==> config.mk <==
export PLATFORM = sky130hd
export DESIGN_NAME = sbcd_top
export DESIGN_NICKNAME = d
export VERILOG_FILES = /design/src/common/sbcd_pkg.sv /design/src/verilog/sbcd_grant_timer.sv /design/src/verilog/sbcd_top.sv
export VERILOG_INCLUDE_DIRS = /design/src /design/src/common
export SDC_FILE = /design/constraint.sdc
export NUM_CORES = 1
export LEC_CHECK = 0
export BUFFER_PORTS_ARGS = -buffer_cell sky130_fd_sc_hd__buf_2
export CORE_UTILIZATION = 45
export DETAILED_ROUTE_END_ITERATION = 8
export GPL_ROUTABILITY_DRIVEN = 1
export PLACE_DENSITY = 0.76
export SETUP_SLACK_MARGIN = 0.15
export SYNTH_ARGS = -nofsm -noshare
export SYNTH_HDL_FRONTEND = slang
export SYNTH_SLANG_ARGS = --single-unit
==> constraint.sdc <==
create_clock -name I_CLK -period 2.15 [get_ports I_CLK]
set_clock_uncertainty 0.2 [all_clocks]
set_input_delay 0.43 -clock I_CLK [delete_from_list [all_inputs] [get_ports I_CLK]]
set_output_delay 0.43 -clock I_CLK [all_outputs]
set_load 0.02 [all_outputs]
==> src/common/sbcd_cfg.svh <==
/*
 * Timing and encoding constants for the status bus command decoder.
 * Assumes a 200 MHz processor clock (5 ns period).
 */
`ifndef SBCD_CFG_SVH
`define SBCD_CFG_SVH

`define SBCD_CLK_PERIOD_NS  5
`define SBCD_GRANT_DELAY_NS 115
// Least time rounds up to whole cycles
`define SBCD_GRANT_CYCLES   ((`SBCD_GRANT_DELAY_NS + `SBCD_CLK_PERIOD_NS - 1) / `SBCD_CLK_PERIOD_NS)
`define SBCD_GRANT_CNT_W    5
`define SBCD_EARLY_LEAD     1
`define SBCD_EARLY_HOLD     2

`define SBCD_ST_INT_ACK     3'h0
`define SBCD_ST_IORD        3'h1
`define SBCD_ST_IOWR        3'h2
`define SBCD_ST_HALT        3'h3
`define SBCD_ST_FETCH       3'h4
`define SBCD_ST_MRD         3'h5
`define SBCD_ST_MWR         3'h6
`define SBCD_ST_PASSIVE     3'h7

`endif

==> src/common/sbcd_pkg.sv <==
/*
 * Types for the status bus command decoder.
 * Assumes nothing beyond the configuration header.
 */
package sbcd_pkg;
	typedef logic [2:0] sbcd_status_t;
	typedef enum logic [1:0] {
		SBCD_IDLE,
		SBCD_WAIT,
		SBCD_LEAD,
		SBCD_CMD
	} sbcd_state_e;
endpackage

==> src/verilog/sbcd_grant_timer.sv <==
/*
 * Grant qualification timer: counts cycles since the arbiter grant went low.
 * Assumes the grant input is synchronous to the clock.
 */
`include "sbcd_cfg.svh"

module sbcd_grant_timer
(
	input  wire logic i_clk,
	input  wire logic i_rst_b,
	input  wire logic i_grant_n,
	output logic      o_ready
);
	logic [`SBCD_GRANT_CNT_W-1:0] cnt_reg;

	always_ff @(posedge i_clk)
	begin
		if (!i_rst_b || i_grant_n)
			cnt_reg <= '0;
		else if (cnt_reg != `SBCD_GRANT_CNT_W'(`SBCD_GRANT_CYCLES))
			cnt_reg <= cnt_reg + `SBCD_GRANT_CNT_W'(1);
	end

	assign o_ready = (cnt_reg == `SBCD_GRANT_CNT_W'(`SBCD_GRANT_CYCLES));
endmodule // sbcd_grant_timer

==> src/verilog/sbcd_top.sv <==
/*
 * Status bus command decoder: turns processor status into active-low
 * memory and I/O commands, with early write strobes and arbiter gating.
 * Assumes status and grant inputs are synchronous to I_CLK.
 */
// Notes on behaviour
// - Commands come only from status; halt and passive give none.
// - 000 interrupt ack, 001 I/O read, 010 I/O write plus early write.
// - 100 and 101 memory read; 110 memory write plus early write.
// - I/O bus mode: I/O commands ignore the arbiter grant.
// - I/O bus mode: I/O command without wait; drive data enable, direction.
// - I/O bus mode: memory commands still wait for grant low.
// - Select low means system bus mode; all commands wait for arbitration.
// - System bus mode: no command until 115 ns after grant low.
// - A dedicated grant input lets several masters share a bus.
// - Early writes fall one cycle before the normal write.
// - Early writes stay low with the normal write until status ends the cycle.
// - Latch strobe and cascade enable rise on later of clock and status.
`include "sbcd_cfg.svh"

module sbcd_top
(
	input  wire logic              I_CLK,
	input  wire logic              I_RST_B,
	input  wire sbcd_pkg::sbcd_status_t I_CPU_STATUS,
	input  wire logic              I_IO_BUS_SELECT,
	input  wire logic              I_ARBITER_GRANT_N,
	output logic                   O_INT_ACK_CMD_N,
	output logic                   O_IO_READ_CMD_N,
	output logic                   O_IO_WRITE_CMD_N,
	output logic                   O_EARLY_IO_WRITE_CMD_N,
	output logic                   O_MEM_READ_CMD_N,
	output logic                   O_MEM_WRITE_CMD_N,
	output logic                   O_EARLY_MEM_WRITE_CMD_N,
	output logic                   O_PERIPH_DATA_ENABLE_N,
	output logic                   O_TRANSFER_DIRECTION,
	output logic                   O_ADDR_LATCH_STROBE,
	output logic                   O_CASCADE_ENABLE
);
	import sbcd_pkg::*;

	//------------------------------------------------------------
	// Decode
	//------------------------------------------------------------
	sbcd_state_e  state_reg;
	sbcd_status_t cyc_reg;
	sbcd_status_t prev_status_reg;
	logic         grant_ok;
	logic         is_io;
	logic         is_active;
	logic         cyc_io;
	logic         cyc_write;
	logic         may_go;

	assign is_active = (I_CPU_STATUS != `SBCD_ST_HALT) &&
		(I_CPU_STATUS != `SBCD_ST_PASSIVE);
	assign is_io     = !I_CPU_STATUS[2];
	assign cyc_io    = !cyc_reg[2];
	assign cyc_write = (cyc_reg == `SBCD_ST_IOWR) || (cyc_reg == `SBCD_ST_MWR);

	sbcd_grant_timer u_grant_timer
	(
		.i_clk     (I_CLK),
		.i_rst_b   (I_RST_B),
		.i_grant_n (I_ARBITER_GRANT_N),
		.o_ready   (grant_ok)
	);

	// I/O cycles bypass the arbiter only when the I/O bus is selected
	assign may_go = (I_IO_BUS_SELECT && cyc_io) || grant_ok;

	//------------------------------------------------------------
	// Cycle sequencer
	//------------------------------------------------------------
	always_ff @(posedge I_CLK)
	begin
		if (!I_RST_B)
		begin
			state_reg <= SBCD_IDLE;
			cyc_reg   <= `SBCD_ST_PASSIVE;
		end
		else if (!is_active)
		begin
			state_reg <= SBCD_IDLE;
			cyc_reg   <= `SBCD_ST_PASSIVE;
		end
		else
		begin
			unique case (state_reg)
				SBCD_IDLE:
				begin
					cyc_reg   <= I_CPU_STATUS;
					state_reg <= SBCD_WAIT;
				end
				SBCD_WAIT:
					if (may_go)
						state_reg <= cyc_write ? SBCD_LEAD : SBCD_CMD;
				SBCD_LEAD:
					state_reg <= SBCD_CMD;
				SBCD_CMD:
					state_reg <= SBCD_CMD;
			endcase
		end
	end

	//------------------------------------------------------------
	// Command outputs
	//------------------------------------------------------------
	logic run;
	logic early;
	assign run   = is_active && ((state_reg == SBCD_CMD) ||
		(state_reg == SBCD_LEAD));
	assign early = is_active && (state_reg == SBCD_WAIT) && may_go && cyc_write;

	always_ff @(posedge I_CLK)
	begin
		if (!I_RST_B)
		begin
			O_INT_ACK_CMD_N         <= 1'h1;
			O_IO_READ_CMD_N         <= 1'h1;
			O_IO_WRITE_CMD_N        <= 1'h1;
			O_EARLY_IO_WRITE_CMD_N  <= 1'h1;
			O_MEM_READ_CMD_N        <= 1'h1;
			O_MEM_WRITE_CMD_N       <= 1'h1;
			O_EARLY_MEM_WRITE_CMD_N <= 1'h1;
		end
		else
		begin
			O_INT_ACK_CMD_N  <= !(run && cyc_reg == `SBCD_ST_INT_ACK);
			O_IO_READ_CMD_N  <= !(run && cyc_reg == `SBCD_ST_IORD);
			O_IO_WRITE_CMD_N <= !(run && state_reg == SBCD_LEAD &&
				cyc_reg == `SBCD_ST_IOWR) &&
				!(run && state_reg == SBCD_CMD && cyc_reg == `SBCD_ST_IOWR &&
				!O_IO_WRITE_CMD_N);
			O_EARLY_IO_WRITE_CMD_N <= !((early || run) &&
				cyc_reg == `SBCD_ST_IOWR);
			O_MEM_READ_CMD_N <= !(run && (cyc_reg == `SBCD_ST_FETCH ||
				cyc_reg == `SBCD_ST_MRD));
			O_MEM_WRITE_CMD_N <= !(run && state_reg == SBCD_LEAD &&
				cyc_reg == `SBCD_ST_MWR) &&
				!(run && state_reg == SBCD_CMD && cyc_reg == `SBCD_ST_MWR &&
				!O_MEM_WRITE_CMD_N);
			O_EARLY_MEM_WRITE_CMD_N <= !((early || run) &&
				cyc_reg == `SBCD_ST_MWR);
		end
	end

	//------------------------------------------------------------
	// Transceiver steering
	//------------------------------------------------------------
	always_ff @(posedge I_CLK)
	begin
		if (!I_RST_B)
		begin
			O_PERIPH_DATA_ENABLE_N <= 1'h1;
			O_TRANSFER_DIRECTION   <= 1'h1;
		end
		else
		begin
			O_PERIPH_DATA_ENABLE_N <= !(is_active && I_IO_BUS_SELECT && is_io &&
				state_reg != SBCD_IDLE);
			// Direction high means transmit; reads turn it around
			O_TRANSFER_DIRECTION <= !(is_active && state_reg != SBCD_IDLE &&
				!cyc_write);
		end
	end

	//------------------------------------------------------------
	// Address latch strobe and cascade enable
	//------------------------------------------------------------
	// Single-edge design: a new status is seen at the clock after it
	// settles, which is the later of the two events.
	always_ff @(posedge I_CLK)
	begin
		if (!I_RST_B)
		begin
			prev_status_reg     <= `SBCD_ST_PASSIVE;
			O_ADDR_LATCH_STROBE <= 1'h0;
			O_CASCADE_ENABLE    <= 1'h0;
		end
		else
		begin
			prev_status_reg     <= I_CPU_STATUS;
			O_ADDR_LATCH_STROBE <= is_active &&
				prev_status_reg == `SBCD_ST_PASSIVE;
			O_CASCADE_ENABLE    <= I_CPU_STATUS == `SBCD_ST_INT_ACK &&
				prev_status_reg == `SBCD_ST_PASSIVE;
		end
	end

	//------------------------------------------------------------
	// Checks
	//------------------------------------------------------------
	property p_quiet_passive;
		@(posedge I_CLK) disable iff (!I_RST_B)
		!is_active |=> O_MEM_READ_CMD_N && O_IO_READ_CMD_N && O_INT_ACK_CMD_N &&
			O_MEM_WRITE_CMD_N && O_IO_WRITE_CMD_N;
	endproperty
	a_quiet_passive: assert property (p_quiet_passive)
		else $error("command active on idle status");

	property p_early_leads;
		@(posedge I_CLK) disable iff (!I_RST_B)
		$fell(O_EARLY_MEM_WRITE_CMD_N) && I_CPU_STATUS == `SBCD_ST_MWR
			|=> !O_MEM_WRITE_CMD_N;
	endproperty
	a_early_leads: assert property (p_early_leads)
		else $error("write did not follow early write by one cycle");

	property p_early_hold;
		@(posedge I_CLK) disable iff (!I_RST_B)
		$fell(O_EARLY_IO_WRITE_CMD_N) ##1 is_active |-> !O_EARLY_IO_WRITE_CMD_N;
	endproperty
	a_early_hold: assert property (p_early_hold)
		else $error("early write shorter than two cycles");

	property p_sys_wait;
		@(posedge I_CLK) disable iff (!I_RST_B)
		!I_IO_BUS_SELECT && I_ARBITER_GRANT_N |=> ##1 O_MEM_READ_CMD_N &&
			O_IO_READ_CMD_N && O_INT_ACK_CMD_N;
	endproperty
	a_sys_wait: assert property (p_sys_wait)
		else $error("command issued without grant");

	property p_mem_wait;
		@(posedge I_CLK) disable iff (!I_RST_B)
		I_ARBITER_GRANT_N[*2] |=> O_MEM_READ_CMD_N;
	endproperty
	a_mem_wait: assert property (p_mem_wait)
		else $error("memory read without grant");

	property p_io_free;
		@(posedge I_CLK) disable iff (!I_RST_B)
		I_IO_BUS_SELECT && I_CPU_STATUS == `SBCD_ST_IORD &&
			state_reg == SBCD_WAIT ##1 is_active |=> !O_IO_READ_CMD_N;
	endproperty
	a_io_free: assert property (p_io_free)
		else $error("I/O read waited in I/O bus mode");

	property p_data_enable;
		@(posedge I_CLK) disable iff (!I_RST_B)
		!O_IO_READ_CMD_N && I_IO_BUS_SELECT |-> !O_PERIPH_DATA_ENABLE_N;
	endproperty
	a_data_enable: assert property (p_data_enable)
		else $error("data enable off during I/O command");

	property p_read_dir;
		@(posedge I_CLK) disable iff (!I_RST_B)
		!O_MEM_READ_CMD_N |-> !O_TRANSFER_DIRECTION;
	endproperty
	a_read_dir: assert property (p_read_dir)
		else $error("direction wrong for read");
endmodule // sbcd_top
==> metrics.cfg <==
[worst_setup_path]
cp.depth=4
rr_startpoint=u_grant_timer.cnt_reg[0]
critPathSlowestCell=dfxtp_1
cp-start-kind=flip-flop
worstSetupEndpoint=state_reg[0]
end_kind=flip-flop
r2r_cells=4
cp.required_ns=2.16
critPathLaunch=u_grant_timer.cnt_reg[0]
crit_type=reg2reg
r2r_slack_ns=0.48
crit_chain=ha_1 > and4b_1 > o21ai_2 > o31a_1
rr_endpoint=state_reg[0]
crit_family=flip-flops
crit_arrival_ns=1.68
crit_path_max_fanout=6
cp.buffers_inverters=0
max_stage_delay_ns=0.40

[routing]
vias=644
route.detailed.drc=0
met1_length_um=645
top_layer=met4
drt-wirelength-per-cell_um=10.8
drt-total-wl_um=1400
viasPerCell=4.99
drt_pass1_iterations=4
drt-initial-drc-count=16
met3_length_um=61
met2_length_um=674
detail-route-antenna-nets=0

[logic_synthesis]
syn_area_sq_um=846
ys_ff_latch=24
netlist_instances=86
synth.distinct_cells=26
syn_nets=94
synth-seq-area-share_pct=56.8
postSynthAreaPerCell_sq_um=9.84
ys.warnings.count=0

[die]
die_w_um=45.4
dieHeight_um=45.4
row_count=15
core_area_sq_um=1750
io_pins=18
floorplan.initialDensity_pct=48.5
die_area_sq_um=2060

[sta]
fin_crit_sh_pct=77.5
worst_slew_pin_slew_ns=0.537
hold_viol_final=0
fmax_ghz=0.600
drv_slew=0
max_slew_margin_pct=63.9
setup_viol=0
period_needed_ns=1.67
rsz0062_at_grt=false
fin_tns_setup_ns=0

[cts]
insertion_delay_ns=0.31
root_buffer=clkbuf_4
post_cts_resize_count=0
cts_max_level=1
clock-sinks=24
tritoncts=built
cts_buffers=3
cts_hold_buf=0
cts_setup_buffers=0
path_clk_slew_ns=0.12
clk_path_buf_depth=2

[layout]
syn2layout_area_growth_pct=15.5
final_nets=113
layout-drive-gt1-share_pct=24.0
largest_register_ff_count=5
diodes=0
final_util_pct=56.0
final_cell_area_sq_um=977

[pwr]
pwr_density_cell_nw_per_um2=767
leakage_nw=0.402
ir_drop_v=0.000498

[placement]
dpl.hpwl_um=1020
placed_cell_area_sq_um=941
portBuffers=17
place.gp.congestion=0.727

[global_routing]
grt_pass1_wl_um=2310
grt_max_degree=14
grt_pass1_vias=563
antenna_found_initial=0
overflow=0
track_usage_pct=15.9

[hold_path]
min-delay-path-class=in2reg

[status]
status=finished, final reports clean

[job]
drv_cap=0

-- power by group --
group          internal [mW]  switching [mW]
Combinational         0.0221          0.0300
Clock                  0.103           0.125
Sequential             0.458          0.0108
-- cells by family (layout without fill, tap and decap cells) --
logic type	after synthesis	in the layout	synth area share, %
xor gates and xnor gates	3	3	3.11
DFF	24	24	56.8
muxes	1	1	1.18
AOI/OAI and AO/OA	11	11	9.62
buffers and inverters	4	22	2.96
and+or+nand+nor	42	42	24.9
adders and majority gates	1	1	1.48
-- synth_stat cells --
cell type	number	area, sq um
nor2_1	7	26.3
buf_2	2	10.0
nand2b_1	8	50.1
nor4_1	1	6.26
a21boi_0	1	7.51
nand2_1	9	33.8
o21bai_1	1	7.51
a21o_2	1	8.76
dfxtp_1	24	480
or2_2	1	6.26
nand3_1	10	50.1
o311ai_1	1	8.76
mux2i_1	1	10.0
inv_1	1	3.75
and4b_1	1	10.0
ha_1	1	12.5
xor2_1	3	26.3
nor2b_1	1	6.26
o31a_1	1	8.76
a21bo_2	1	10.0
a31oi_1	1	6.26
a21oi_1	3	15.0
buf_6	1	11.3
nand4_1	1	6.26
nor3_1	3	15.0
o21ai_2	1	8.76
-- worst min-delay path by stage --
stage,startpoint,end,slack [ns],cells after the start
6_report,I_RST_B,prev_status_reg[1],0.13,2
5_1_grt,I_RST_B,prev_status_reg[1],0.12,2
4_1_cts,I_RST_B,prev_status_reg[1],0.12,2
3_5_place_dp,cyc_reg[0],O_IO_READ_CMD_N,0.20,1
3_3_place_gp,cyc_reg[0],O_IO_READ_CMD_N,0.19,1
2_1_floorplan,cyc_reg[0],O_IO_READ_CMD_N,0.17,1
-- final cells by class --
cell class              count  area (sq um)
fillers                   169           768
flip-flops and latches     24           480
multi-input cells          58           340
repair buffers             17          85.1
clock buffers               4          36.3
well taps                  25          31.3
inverters                   1          3.75
-- through the flow --
step | worst slack, ns | std cells | total power [mW] | hold WS [ns]
5_1_grt | 0.418 | 129 | 0.786 | 0.124
2_1_floorplan | 0.690 | 86 | 0.513 | 0.174
4_1_cts | 0.471 | 129 | 0.757 | 0.123
3_5_place_dp | 0.521 | 125 | 0.531 | 0.197
3_3_place_gp | 0.613 | 125 | 0.530 | 0.194
6_report | 0.484 | 129 | 0.750 | 0.132
-- cell usage in the layout (no fill, tap or decap) --
cell type	instances
a21oi_1	3
nor2b_1	1
dfxtp_1	24
nor3_1	3
o31a_1	1
nand2b_1	8
a21boi_0	1
a21bo_2	1
or2_2	1
a31oi_1	1
nand4_1	1
mux2i_1	1
o311ai_1	1
buf_2	17
o21ai_2	1
ha_1	1
xor2_1	3
nor2_1	7
clkbuf_4	3
clkbuf_8	1
a21o_2	1
nor4_1	1
inv_1	1
and4b_1	1
nand2_1	9
o21bai_1	1
nand3_1	10
-- layer usage --
| layer | global-route usage (%) | vias to the layer above |
|---|---|---|
| met3 | 6.40 | 2 |
| met2 | 26.7 | 13 |
| met5 | 0 | - |
| met4 | 5.45 | 0 |
| met1 | 18.1 | 297 |
| li1 | - | 332 |
(Power assumes the default switching activity.)
